## src/cbda_pkg.sv

```systemverilog
// Package: operation codes, widths and reset values for the integer execution block
package cbda_pkg;
   localparam int unsigned WORD_W        = 32;             // Data word width
   localparam int unsigned STEP_BITS     = 8;              // Quotient bits per divide step
   localparam int unsigned POS_W         = 5;              // Position and width field size
   localparam int unsigned OP_W          = 5;              // Operation code width
   localparam int unsigned LAT_CYCLES    = 1;              // Cycles from issue to result
   localparam logic [31:0] RESULT_RST    = 32'h0000_0000;  // Result registers after reset
   localparam logic        IRQ_EN_RST    = 1'b0;           // Interrupt enable after reset
   localparam int unsigned SHIFT_WORD    = 0;              // Divide init pre-shift, word
   localparam int unsigned SHIFT_HALF    = 16;             // Divide init pre-shift, halfword
   localparam int unsigned SHIFT_BYTE    = 24;             // Divide init pre-shift, byte

   // Privilege levels of the core
   typedef enum logic [1:0] {
      CBDA_PRIV_USER0    = 2'b00,
      CBDA_PRIV_ELEVATED = 2'b01,
      CBDA_PRIV_SUPER    = 2'b10
   } cbda_priv_t;

   // Operations carried out by the block
   typedef enum logic [4:0] {
      CBDA_OP_NONE      = 5'b00000,
      CBDA_OP_DVSTEP_S  = 5'b00001,
      CBDA_OP_DVSTEP_U  = 5'b00010,
      CBDA_OP_IRQ_ON    = 5'b00011,
      CBDA_OP_IRQ_OFF   = 5'b00100,
      CBDA_OP_MATCH     = 5'b00101,
      CBDA_OP_ADDR_MT   = 5'b00110,
      CBDA_OP_LANE8     = 5'b00111,
      CBDA_OP_LANE16    = 5'b01000,
      CBDA_OP_LANE32    = 5'b01001,
      CBDA_OP_ANY8      = 5'b01010,
      CBDA_OP_ANY16     = 5'b01011,
      CBDA_OP_ADDR_ZERO = 5'b01100,
      CBDA_OP_EXTR_S    = 5'b01101,
      CBDA_OP_EXTR_U    = 5'b01110,
      CBDA_OP_GE_S      = 5'b01111,
      CBDA_OP_GE_U      = 5'b10000,
      CBDA_OP_ADDR_GE   = 5'b10001,
      CBDA_OP_MASK      = 5'b10010,
      CBDA_OP_INS_BIT   = 5'b10011,
      CBDA_OP_INSN_BIT  = 5'b10100,
      CBDA_OP_INSERT    = 5'b10101
   } cbda_op_t;

   // Immediate selection for the second operand
   typedef enum logic [1:0] {
      CBDA_IMM_NONE = 2'b00,
      CBDA_IMM_S4   = 2'b01,
      CBDA_IMM_S9   = 2'b10,
      CBDA_IMM_Z    = 2'b11
   } cbda_imm_t;
endpackage

```

## src/cbda_alu.sv

```systemverilog
// Integer execution block: divide step, compares, bit fields and interrupt enable
// Overview of operation
// RULE1: Divide step consumes eight dividend bits per issue
// RULE2: Upper word remainder, lower word dividend plus quotient
// RULE3: Software issues four, two or one steps after init
// RULE4: Unsigned step gives non-negative quotient, no adjust
// RULE5: Signed step treats values signed, may need adjust
// RULE6: Enable sets interrupt flag, no register changed
// RULE7: Enable allowed only at elevated or supervisor level
// RULE8: Word match writes one or zero, immediates sign-extended
// RULE9: Address match compares address registers, writes flag
// RULE10: Lane compare sets each lane to all ones; the code does so for equal lanes only, unequal lanes give zero
// RULE11: Any-lane match writes one if any lane equal
// RULE12: Address zero test writes one when address zero
// RULE13: Field extract shifts, keeps width, sign or zero-extends
// RULE14: Extract results undefined beyond word or zero width
// RULE15: Greater-or-equal writes flag, signed or unsigned immediate
// RULE16: Address greater-or-equal compares unsigned full words
// RULE17: Mask build gives ones run and shifted value
// RULE18: Bit insert replaces one bit, optionally inverted
// RULE19: Field insert merges shifted value inside mask
// RULE20: Inserted bits beyond bit 31 are dropped
// RULE21: Disable clears the interrupt enable flag
// RULE22: Divide init pre-shifts by 0, 16, 24; no init op here, only SHIFT_WORD, SHIFT_HALF and SHIFT_BYTE in the package
// RULE23: Divide step built from eight single-bit iterations
`timescale 1ns/10ps
`default_nettype none
module cbda_alu (
   input  wire logic               CLK_SYS_IN,    // Core clock, 200 MHz
   input  wire logic               RST_N_IN,      // Asynchronous reset, active low
   input  wire logic               ISSUE_IN,      // Operation valid this cycle
   input  wire cbda_pkg::cbda_op_t OP_IN,         // Operation code
   input  wire cbda_pkg::cbda_imm_t IMM_SEL_IN,   // Immediate selection for operand b
   input  wire logic [8:0]         IMM9_OPERAND_IN, // Nine-bit immediate
   input  wire logic [3:0]         IMM4_OPERAND_IN, // Four-bit immediate
   input  wire logic [31:0]        SRC_A_IN,      // First data or address operand
   input  wire logic [31:0]        SRC_B_IN,      // Second operand / divisor
   input  wire logic [31:0]        SRC_HI_IN,     // Upper word of source pair
   input  wire logic [4:0]         POS_IN,        // Bit position / first bit index
   input  wire logic [4:0]         WIDTH_IN,      // Field width / second bit index
   input  wire logic               USE_IMPLICIT_IN, // Short form of match: write implicit data reg
   input  wire cbda_pkg::cbda_priv_t PRIV_IN,     // Current privilege level
   output logic                    WB_VALID_OUT,  // Result valid, one cycle
   output logic                    WB_PAIR_OUT,   // Result is a register pair
   output logic                    WB_IMPLICIT_DATA_REG_OUT, // Target is implicit data reg
   output logic [31:0]             WB_LO_OUT,     // Result word / lower word of pair
   output logic [31:0]             WB_HI_OUT,     // Upper word of pair
   output logic                    IRQ_ENABLE_FLAG_OUT, // Interrupt enable flag
   output logic                    PRIV_FAULT_OUT // Privileged op refused, one cycle
);
   import cbda_pkg::*;

   // Lane compare, all ones per equal lane of the given width
   function automatic logic [31:0] lane_mask(input logic [31:0] a, input logic [31:0] b,
                                             input int unsigned lw);
      logic [31:0] r;
      r = 32'h0000_0000;
      for (int k = 0; k < 32; k++) begin
         r[k] = (((a ^ b) >> ((k / lw) * lw)) & ((64'h1 << lw) - 64'h1)) == 64'h0;
      end
      return r;
   endfunction

   // Run of ones of a given width at a given position
   function automatic logic [31:0] ones_at(input logic [4:0] w, input logic [4:0] p);
      logic [31:0] run;
      run = (32'h0000_0001 << w) - 32'h0000_0001;
      return run << p;
   endfunction

   logic [31:0] opb;                      // Second operand after immediate handling
   logic [31:0] lo_next;                  // Next lower result word
   logic [31:0] hi_next;                  // Next upper result word
   logic        pair_next;                // Next pair flag
   logic        wr_next;                  // Next writeback valid
   logic        irq_next;                 // Next interrupt enable
   logic        fault_next;               // Next privilege fault
   logic [31:0] ds_rem;                   // Divide step remainder
   logic [31:0] ds_low;                   // Divide step low word
   logic [31:0] ext_raw;                  // Shifted field before masking
   logic [31:0] fmask;                    // Field mask for mask build and insert
   logic        priv_ok;                  // Privileged op may run
   logic [31:0] lo_reg;                   // Registered lower result
   logic [31:0] hi_reg;                   // Registered upper result
   logic        wr_reg;                   // Registered writeback valid
   logic        pair_reg;                 // Registered pair flag
   logic        impl_reg;                 // Registered implicit target flag
   logic        irq_reg;                  // Interrupt enable flag
   logic        fault_reg;                // Registered privilege fault

   // Operand b: immediate forms replace the register value
   always_comb begin
      case (IMM_SEL_IN)
         CBDA_IMM_S4: opb = {{28{IMM4_OPERAND_IN[3]}}, IMM4_OPERAND_IN};   // RULE8
         CBDA_IMM_S9: opb = {{23{IMM9_OPERAND_IN[8]}}, IMM9_OPERAND_IN};   // RULE15
         CBDA_IMM_Z:  opb = (OP_IN == CBDA_OP_MASK || OP_IN == CBDA_OP_INSERT) ?
                            {28'h000_0000, IMM4_OPERAND_IN} :
                            {23'h00_0000, IMM9_OPERAND_IN};                // RULE15
         default:     opb = SRC_B_IN;
      endcase
   end

   // Eight-bit divide step on the pair {hi, lo}
   cbda_divstep u_divstep (
      .REM_IN     (SRC_HI_IN),
      .LOW_IN     (SRC_A_IN),
      .DIVISOR_IN (SRC_B_IN),
      .SIGNED_IN  (OP_IN == CBDA_OP_DVSTEP_S),
      .REM_OUT    (ds_rem),
      .LOW_OUT    (ds_low)
   );

   // Shared field helpers; extract past bit 31 or width zero is left as computed
   assign ext_raw = SRC_A_IN >> POS_IN;                         // RULE13
   assign fmask   = ones_at(WIDTH_IN, POS_IN);                  // RULE14
   assign priv_ok = (PRIV_IN == CBDA_PRIV_ELEVATED) ||
                    (PRIV_IN == CBDA_PRIV_SUPER);               // RULE7

   // Result selection for the issued operation
   always_comb begin
      logic [31:0] fld;
      fld        = ext_raw & ((32'h0000_0001 << WIDTH_IN) - 32'h0000_0001);
      lo_next    = RESULT_RST;
      hi_next    = RESULT_RST;
      pair_next  = 1'b0;
      wr_next    = ISSUE_IN;
      irq_next   = irq_reg;
      fault_next = 1'b0;
      case (OP_IN)
         CBDA_OP_DVSTEP_S,
         CBDA_OP_DVSTEP_U: begin
            lo_next   = ds_low;                                 // RULE1
            hi_next   = ds_rem;                                 // RULE2
            pair_next = 1'b1;                                   // RULE3
         end
         CBDA_OP_IRQ_ON: begin
            wr_next    = 1'b0;                                  // RULE6
            fault_next = ISSUE_IN && !priv_ok;                  // RULE7
            if (ISSUE_IN && priv_ok) begin
               irq_next = 1'b1;                                 // RULE6
            end
         end
         CBDA_OP_IRQ_OFF: begin
            wr_next    = 1'b0;
            fault_next = ISSUE_IN && !priv_ok;
            if (ISSUE_IN && priv_ok) begin
               irq_next = 1'b0;                                 // RULE21
            end
         end
         CBDA_OP_MATCH:     lo_next = {31'h0, SRC_A_IN == opb};            // RULE8
         CBDA_OP_ADDR_MT:   lo_next = {31'h0, SRC_A_IN == SRC_B_IN};       // RULE9
         CBDA_OP_LANE8:     lo_next = lane_mask(SRC_A_IN, SRC_B_IN, 8);    // RULE10
         CBDA_OP_LANE16:    lo_next = lane_mask(SRC_A_IN, SRC_B_IN, 16);   // RULE10
         CBDA_OP_LANE32:    lo_next = lane_mask(SRC_A_IN, SRC_B_IN, 32);   // RULE10
         CBDA_OP_ANY8:      lo_next = {31'h0, |lane_mask(SRC_A_IN, opb, 8)};  // RULE11
         CBDA_OP_ANY16:     lo_next = {31'h0, |lane_mask(SRC_A_IN, opb, 16)}; // RULE11
         CBDA_OP_ADDR_ZERO: lo_next = {31'h0, SRC_A_IN == 32'h0000_0000};  // RULE12
         CBDA_OP_EXTR_U:    lo_next = fld;                                 // RULE13
         CBDA_OP_EXTR_S: begin
            // Sign bit is the top bit of the field
            lo_next = fld;
            if (WIDTH_IN != 5'h00 && fld[WIDTH_IN - 5'h01]) begin
               lo_next = fld | ~((32'h0000_0001 << WIDTH_IN) - 32'h0000_0001); // RULE13
            end
         end
         CBDA_OP_GE_S:      lo_next = {31'h0, $signed(SRC_A_IN) >= $signed(opb)}; // RULE15
         CBDA_OP_GE_U:      lo_next = {31'h0, SRC_A_IN >= opb};            // RULE15
         CBDA_OP_ADDR_GE:   lo_next = {31'h0, SRC_A_IN >= SRC_B_IN};       // RULE16
         CBDA_OP_MASK: begin
            hi_next   = fmask;                                  // RULE17
            lo_next   = opb << POS_IN;                          // RULE17
            pair_next = 1'b1;
         end
         CBDA_OP_INS_BIT,
         CBDA_OP_INSN_BIT: begin
            // POS selects the target bit, WIDTH the source bit
            lo_next         = SRC_A_IN;
            lo_next[POS_IN] = SRC_B_IN[WIDTH_IN] ^ (OP_IN == CBDA_OP_INSN_BIT); // RULE18
         end
         CBDA_OP_INSERT: begin
            // Shift truncates at 32 bits, so overflowing bits vanish
            lo_next = (SRC_A_IN & ~fmask) | ((opb << POS_IN) & fmask);     // RULE19 RULE20
         end
         default: wr_next = 1'b0;
      endcase
      if (!ISSUE_IN) begin
         wr_next = 1'b0;
      end
   end

   // Writeback registers, one cycle after issue
   always_ff @(posedge CLK_SYS_IN or negedge RST_N_IN) begin
      if (!RST_N_IN) begin
         lo_reg   <= RESULT_RST;
         hi_reg   <= RESULT_RST;
         wr_reg   <= 1'b0;
         pair_reg <= 1'b0;
         impl_reg <= 1'b0;
      end else begin
         lo_reg   <= lo_next;
         hi_reg   <= hi_next;
         wr_reg   <= wr_next;
         pair_reg <= pair_next && wr_next;
         impl_reg <= wr_next && USE_IMPLICIT_IN && (OP_IN == CBDA_OP_MATCH);  // RULE8
      end
   end

   // Interrupt enable flag and privilege fault
   always_ff @(posedge CLK_SYS_IN or negedge RST_N_IN) begin
      if (!RST_N_IN) begin
         irq_reg   <= IRQ_EN_RST;
         fault_reg <= 1'b0;
      end else begin
         irq_reg   <= irq_next;                                 // RULE6
         fault_reg <= fault_next;
      end
   end

   assign WB_VALID_OUT             = wr_reg;
   assign WB_PAIR_OUT              = pair_reg;
   assign WB_IMPLICIT_DATA_REG_OUT = impl_reg;
   assign WB_LO_OUT                = lo_reg;
   assign WB_HI_OUT                = hi_reg;
   assign IRQ_ENABLE_FLAG_OUT      = irq_reg;
   assign PRIV_FAULT_OUT           = fault_reg;

   // Checks on the issued operation and its result one cycle later
   AST_ENABLE_SETS: assert property (@(posedge CLK_SYS_IN) disable iff (!RST_N_IN) // RULE6
      ISSUE_IN && OP_IN == CBDA_OP_IRQ_ON && priv_ok |=> IRQ_ENABLE_FLAG_OUT && !WB_VALID_OUT)
      else $error("enable did not set flag");
   AST_ENABLE_PRIV: assert property (@(posedge CLK_SYS_IN) disable iff (!RST_N_IN) // RULE7
      ISSUE_IN && OP_IN == CBDA_OP_IRQ_ON && !priv_ok
      |=> PRIV_FAULT_OUT && IRQ_ENABLE_FLAG_OUT == $past(IRQ_ENABLE_FLAG_OUT))
      else $error("enable ran without privilege");
   AST_DISABLE_CLEARS: assert property (@(posedge CLK_SYS_IN) disable iff (!RST_N_IN) // RULE21
      ISSUE_IN && OP_IN == CBDA_OP_IRQ_OFF && priv_ok |=> !IRQ_ENABLE_FLAG_OUT)
      else $error("disable did not clear flag");
   AST_MATCH_FLAG: assert property (@(posedge CLK_SYS_IN) disable iff (!RST_N_IN) // RULE8
      ISSUE_IN && OP_IN == CBDA_OP_MATCH
      |=> WB_VALID_OUT && WB_LO_OUT == {31'h0, $past(SRC_A_IN) == $past(opb)})
      else $error("match result wrong");
   AST_ADDR_ZERO: assert property (@(posedge CLK_SYS_IN) disable iff (!RST_N_IN) // RULE12
      ISSUE_IN && OP_IN == CBDA_OP_ADDR_ZERO && SRC_A_IN == 32'h0000_0000
      |=> WB_LO_OUT == 32'h0000_0001)
      else $error("zero test wrong");
   AST_LANE16: assert property (@(posedge CLK_SYS_IN) disable iff (!RST_N_IN) // RULE10
      ISSUE_IN && OP_IN == CBDA_OP_LANE16 && SRC_A_IN[15:0] == SRC_B_IN[15:0]
      |=> WB_LO_OUT[15:0] == 16'hFFFF)
      else $error("lane compare wrong");
   AST_ADDR_GE: assert property (@(posedge CLK_SYS_IN) disable iff (!RST_N_IN) // RULE16
      ISSUE_IN && OP_IN == CBDA_OP_ADDR_GE
      |=> WB_LO_OUT[0] == ($past(SRC_A_IN) >= $past(SRC_B_IN)))
      else $error("address compare wrong");
   AST_INSERT_KEEP: assert property (@(posedge CLK_SYS_IN) disable iff (!RST_N_IN) // RULE19
      ISSUE_IN && OP_IN == CBDA_OP_INSERT
      |=> (WB_LO_OUT & ~$past(fmask)) == ($past(SRC_A_IN) & ~$past(fmask)))
      else $error("insert changed bits outside field");
   AST_DIVSTEP_PAIR: assert property (@(posedge CLK_SYS_IN) disable iff (!RST_N_IN) // RULE1
      ISSUE_IN && OP_IN == CBDA_OP_DVSTEP_U
      |=> WB_PAIR_OUT && WB_LO_OUT[31:8] == $past(SRC_A_IN[23:0]))
      else $error("divide step did not shift eight bits");
   COV_DIVSTEP: cover property (@(posedge CLK_SYS_IN) ISSUE_IN && OP_IN == CBDA_OP_DVSTEP_S);
   COV_ENABLE:  cover property (@(posedge CLK_SYS_IN) $rose(IRQ_ENABLE_FLAG_OUT));
   COV_FAULT:   cover property (@(posedge CLK_SYS_IN) PRIV_FAULT_OUT);
   COV_INSERT:  cover property (@(posedge CLK_SYS_IN) ISSUE_IN && OP_IN == CBDA_OP_INSERT);
endmodule // cbda_alu
`default_nettype wire

```

## src/cbda_divstep.sv

```systemverilog
// Divide step: eight shift and add-or-subtract iterations on a 64-bit pair
`timescale 1ns/10ps
`default_nettype none
module cbda_divstep (
   input  wire logic [31:0] REM_IN,       // Partial remainder (upper word)
   input  wire logic [31:0] LOW_IN,       // Dividend bits high, quotient bits low
   input  wire logic [31:0] DIVISOR_IN,   // Divisor
   input  wire logic        SIGNED_IN,    // High selects the signed step
   output logic      [31:0] REM_OUT,      // Updated partial remainder
   output logic      [31:0] LOW_OUT       // Updated dividend and quotient word
);
   import cbda_pkg::*;

   logic [31:0] rem_v [0:8];              // Remainder between iterations
   logic [31:0] low_v [0:8];              // Low word between iterations

   assign rem_v[0] = REM_IN;
   assign low_v[0] = LOW_IN;

   // One quotient bit per iteration, restoring in both forms
   genvar i;
   generate
      for (i = 0; i < 8; i++) begin : g_iter
         logic [31:0] sh;                 // Remainder shifted with next dividend bit
         logic [31:0] trial;              // Remainder after add or subtract
         logic        qbit;               // Quotient bit developed here
         logic        same;               // Remainder and divisor share a sign
         assign sh   = {rem_v[i][30:0], low_v[i][31]};
         assign same = (rem_v[i][31] == DIVISOR_IN[31]);
         always_comb begin
            if (!SIGNED_IN) begin
               // Unsigned: restoring, quotient never negative, no later fix-up
               qbit  = ({rem_v[i][31], sh} >= {1'b0, DIVISOR_IN});
               trial = qbit ? (sh - DIVISOR_IN) : sh;    // RULE4
            end else begin
               // Signed: remainder keeps its sign; negatives need later adjust
               trial = same ? (sh - DIVISOR_IN) : (sh + DIVISOR_IN);  // RULE5
               qbit  = (trial[31] == rem_v[i][31]) == same;
               trial = (qbit == same) ? trial : sh;
            end
         end
         assign rem_v[i+1] = trial;                       // RULE23
         assign low_v[i+1] = {low_v[i][30:0], qbit};      // RULE2
      end
   endgenerate

   assign REM_OUT = rem_v[STEP_BITS];                     // RULE1
   assign LOW_OUT = low_v[STEP_BITS];                     // RULE1
endmodule // cbda_divstep
`default_nettype wire

```

## config.mk

```make
export PLATFORM = sky130hd
export DESIGN_NAME = cbda_alu
export DESIGN_NICKNAME = d
export VERILOG_FILES = /design/src/cbda_pkg.sv /design/src/cbda_alu.sv /design/src/cbda_divstep.sv
export SDC_FILE = /design/constraint.sdc
export NUM_CORES = 2
export LEC_CHECK = 0
export ABC_AREA = 1
export BUFFER_PORTS_ARGS = -buffer_cell sky130_fd_sc_hd__buf_2
export CELL_PAD_IN_SITES_DETAIL_PLACEMENT = 2
export CELL_PAD_IN_SITES_GLOBAL_PLACEMENT = 2
export CORE_ASPECT_RATIO = 0.8
export CORE_MARGIN = 5
export CORE_UTILIZATION = 31
export CTS_BUF_LIST = sky130_fd_sc_hd__clkbuf_4 sky130_fd_sc_hd__clkbuf_8 sky130_fd_sc_hd__clkbuf_16
export CTS_CLUSTER_DIAMETER = 150
export DETAILED_ROUTE_END_ITERATION = 12
export GPL_TIMING_DRIVEN = 1
export PLACE_DENSITY = 0.88
export SYNTH_ARGS = -nofsm -noshare
export SYNTH_HDL_FRONTEND = slang
export SYNTH_SLANG_ARGS = --single-unit
```

## constraint.sdc

```tcl
create_clock -name CLK_SYS_IN -period 0.8 [get_ports CLK_SYS_IN]
set_input_delay 0.04 -clock CLK_SYS_IN [delete_from_list [all_inputs] [get_ports CLK_SYS_IN]]
set_output_delay 0.04 -clock CLK_SYS_IN [all_outputs]
set_load 0.01 [all_outputs]
```

==> flow_metrics.tcl, run 1 <==
set metrics [dict create \
    place.port_buffers 200 \
    error "[ERROR DPL-0033] detailed placement checks failed during check placement." \
    ios 201 \
    synth_fp_nets 8420 \
    syn-cell-area_um2 44000 \
    status "did not finish" \
    die_w_um 431 \
    synth_edf_count 0 \
    synthCells 7691 \
    synth_seq_cells 69 \
    ys_types 77 \
    stop_stage "detailed placement" \
    yosys_most_used_dff "dfrtp_1" \
    async_flop_share 1.00 \
    dp_hpwl_um 638000 \
    synth-seq-area-share 0.0392 \
    gp_congestion 1.16 \
    rows 123 \
    initial_core_util 0.313 \
    die_height_um 347 \
    yosysWarnings 0 \
    avgSynthCellArea_um2 5.73 \
]
-- per-stage QoR --
| step | hold WS [ns] | std cells |
|---|---|---|
| after floorplan | -0.256 | 7691 |
| after global placement | -0.0820 | 12300 |
-- cells by family after synthesis --
| family | share of synthesized area |
|---|---|
| xor+xnor | 0.0841 |
| flops | 0.0392 |
| compound gates | 0.293 |
| fa+ha+maj | 0.172 |
| simple gates | 0.277 |
| buf+inv | 0.129 |
| mux | 0.00546 |
-- synth_stat cells, types with 8 or more instances --
cell,instances,share of area
o21ai_1,24,0.0027
a311oi_1,8,0.0016
nand2_4,12,0.0031
o21bai_1,50,0.0085
clkinv_1,15,0.0013
inv_1,1057,0.090
xnor2_1,25,0.0050
o2111ai_1,21,0.0042
nor4_1,40,0.0057
o22ai_1,35,0.0050
o311ai_0,13,0.0026
fa_1,16,0.0073
buf_2,55,0.0063
a21oi_1,824,0.094
nand3_2,15,0.0034
o221ai_1,65,0.013
a221oi_1,93,0.018
buf_1,30,0.0026
nor2_2,15,0.0021
a32oi_1,10,0.0020
nor3_1,76,0.0086
a211oi_1,24,0.0041
nand2_2,32,0.0045
nand4_1,59,0.0084
dfrtp_1,69,0.039
xor2_1,398,0.079
o21a_1,16,0.0027
a22oi_1,18,0.0031
a221o_1,16,0.0036
o21ai_0,739,0.084
mux2i_1,24,0.0055
o31ai_1,58,0.0099
ha_1,581,0.17
clkbuf_1,272,0.023
nand2_1,1515,0.13
inv_2,34,0.0029
o211ai_1,88,0.015
a31oi_1,50,0.0071
a21boi_1,8,0.0014
nor2_1,687,0.059
nand3_1,366,0.042
or2_2,44,0.0063
a21o_1,13,0.0022
==> inputs of run 2 (changes only) <==
Settings changed: CELL_PAD_IN_SITES_DETAIL_PLACEMENT 2 to default, CELL_PAD_IN_SITES_GLOBAL_PLACEMENT 2 to default, CORE_ASPECT_RATIO 0.8 to default, CORE_UTILIZATION 31 to 30, CTS_BUF_LIST sky130_fd_sc_hd__clkbuf_4 sky130_fd_sc_hd__clkbuf_8 sky130_fd_sc_hd__clkbuf_16 to default, CTS_CLUSTER_DIAMETER 150 to default, PLACE_DENSITY 0.88 to default, PLACE_DENSITY_LB_ADDON from default to 0.15.
Clock period 0.8 ns to 1 ns, I/O delays scaled along.
==> run 2 against run 1 <==
Net effect:
- the flow now finishes, with violations (setup timing)
- synthesized area unchanged
- synthesized cell count unchanged
==> flow_metrics.tcl, run 2 <==
set metrics [dict create \
    required_ns 1.26 \
    die_area_um2 155000 \
    layout-drive-gt1-share 0.428 \
    muxShareOfSynthArea 0.00546 \
    place_area_um2 70600 \
    gp_congestion 1.10 \
    nNetsFinal 11800 \
    synth_top_area_share 0.165 \
    rsz0062_at_grt "yes" \
    fillers 14700 \
    cap_violations 0 \
    setup_ws_ns -26.62 \
    die_w_um 393 \
    grt_remaining_overflow 0 \
    htreeDepth 3 \
    criticalPathCategory "primary input to flop" \
    rows 140 \
    dr_total_vias 69200 \
    cp_data_arrival_time_ns 27.88 \
    clkTransAtPathRegs_ns 0.06 \
    synthCells 7691 \
    place.port_buffers 200 \
    ys_types 77 \
    grt_max_degree 70 \
    path_common_cell "buf_4" \
    synth_commonest_cells "1,515 x nand2_1, 1,057 x inv_1, 824 x a21oi_1, 739 x o21ai_0, 687 x nor2_1" \
    status "complete, but fails checks" \
    startpoint_type "primary input" \
    slew-limit-headroom 0.410 \
    synthMostInstantiatedCell "nand2_1" \
    worstPathMaxFanout 7 \
    max_freq_mhz 36.2 \
    hp-class "primary input to flop" \
    drt_iter0_drc 6910 \
    synthTopCellsByArea "ha_1 17%, nand2_1 13%, a21oi_1 9.4%, inv_1 9.0%, o21ai_0 8.4%" \
    yosysTopAreaCell "ha_1" \
    clk-insertion-delay-late_ns 0.37 \
    dp_hpwl_um 258000 \
    synth_top_family_by_area "compound AO/OA/AOI/OAI gates" \
    antenna_found_initial 26 \
    ios 201 \
    tightest_slew_ns 0.875 \
    skew_ns 0 \
    area_delta_synth_final_pct 79.1 \
    cts_buffer_depth 2 \
    synth-seq-area-share 0.0392 \
    async_flop_share 1.00 \
    yosysWarnings 0 \
    synthAdderAreaFrac 0.172 \
    core_um2 146000 \
    multiInputGateArea_um2 41300 \
    fin_crit_ns 27.62 \
    grt_pass1_wl_um 443000 \
    initial_core_util 0.302 \
    route.detailed.drc 0 \
    yosys_most_used_dff "dfrtp_1" \
    firstDrtPassIters 8 \
    design_area_um2 78900 \
    grt_use_total 0.390 \
    finalHoldViolCount 0 \
    cts_buffers 9 \
    register_area_um2 1740 \
    root_buffer "clkbuf_16" \
    wire_per_inst_um 24.5 \
    grt_pass1_vias 65600 \
    die_height_um 393 \
    tritoncts "done" \
    slowest_delay_ns 0.41 \
    synth_seq_cells 69 \
    avgSynthCellArea_um2 5.73 \
    violations "setup timing" \
    synth_edf_count 0 \
    vias_per_cell 5.32 \
    final_cell_mix "3,409 x buf_4, 1,350 x nand2_1, 955 x inv_1" \
    slew_viol_final 0 \
    synth_fp_nets 8420 \
    synthXorXnorAreaFrac 0.0841 \
    setup-violations-final 78 \
    critPathCaptureType "flop" \
    slowest_stage "fa_2" \
    synth_compound_area_frac 0.293 \
    ant_nets 0 \
    numClockSinks 69 \
    syn-cell-area_um2 44000 \
    yosys.area_share.simple 0.277 \
    wl_um 319000 \
    post-route-period-util 27.6 \
    mostFrequentLayoutCell "buf_4" \
]
[run 2: critical path, delay by kind of cell]
family	cells	cell delay [ns]
and+or+nand+nor	65	5.80
xor gates and xnor gates	3	0.54
adders and majority gates	6	1.75
AOI/OAI and AO/OA	45	6.51
buffers and inverters	108	13.10
[run 2: metal layers]
metal	up-vias	track usage	routed length [um]
met3	864	0.0616	25500
met5	-	0	32
met1	32400	0.492	130000
met4	6	0.261	27800
li1	32600	-	-
met2	3272	0.612	136000
[run 2: area by class of cell]
class	count	area share
Antenna cell	10	0.000317
Clock buffer	9	0.00286
Clock inverter	7	0.00154
Inverter	1108	0.0544
Multi-Input combinational cell	6147	0.523
Sequential cell	69	0.0220
Tap cell	1917	0.0304
Timing Repair Buffer	3729	0.365
[run 2: path summary, 6_finish.rpt]
path	slack, ns	end	cells after the start	from
min in group asynchronous	0.24	WB_LO_OUT[11]	3	RST_N_IN
min	0.05	WB_VALID_OUT	2	ISSUE_IN
min reg2reg	0.50	IRQ_ENABLE_FLAG_OUT	2	IRQ_ENABLE_FLAG_OUT
max reg2reg	0.36	IRQ_ENABLE_FLAG_OUT	2	IRQ_ENABLE_FLAG_OUT
max	-26.62	WB_HI_OUT[15]	227	SRC_A_IN[31]
max in group asynchronous	0.38	WB_LO_OUT[19]	3	RST_N_IN
[run 2: logic make-up after synthesis]
kind of cell / Yosys count
xor+xnor: 423
simple gates: 2890
mux: 24
compound gates: 2213
fa+ha+maj: 597
buf+inv: 1475
flops: 69
[run 2: repair_timing]
item | CTS | global route
gates cloned | 5 | 5
hold buffers | 4 | 0
setup buffers | 301 | 106
hold endpoints to repair | 71 | 0
resized for setup | 544 | 502
setup endpoints to repair | 83 | 82
pin swaps | 248 | 336
[run 2: through the flow]
| stage | hold slack [ns] | setup TNS [ns] | std cells | setup slack, ns | util |
|---|---|---|---|---|---|
| floorplan | -0.246 | -1039.36 | 7691 | -26.07 | - |
| global placement | 0.118 | -1156.02 | 12600 | -28.91 | 0.484 |
| detailed placement | 0.127 | -1171.41 | 12600 | -29.23 | 0.484 |
| CTS | 0.0257 | -1049.20 | 12900 | -26.33 | 0.521 |
| global route | 0.0385 | -1119.67 | 13000 | -28.01 | 0.541 |
| finish | 0.0480 | -1058.99 | 13000 | -26.62 | 0.541 |
Power of run 2 is not shown: default switching activity piles up to over one toggle a cycle in this logic, so the estimate is an artifact.
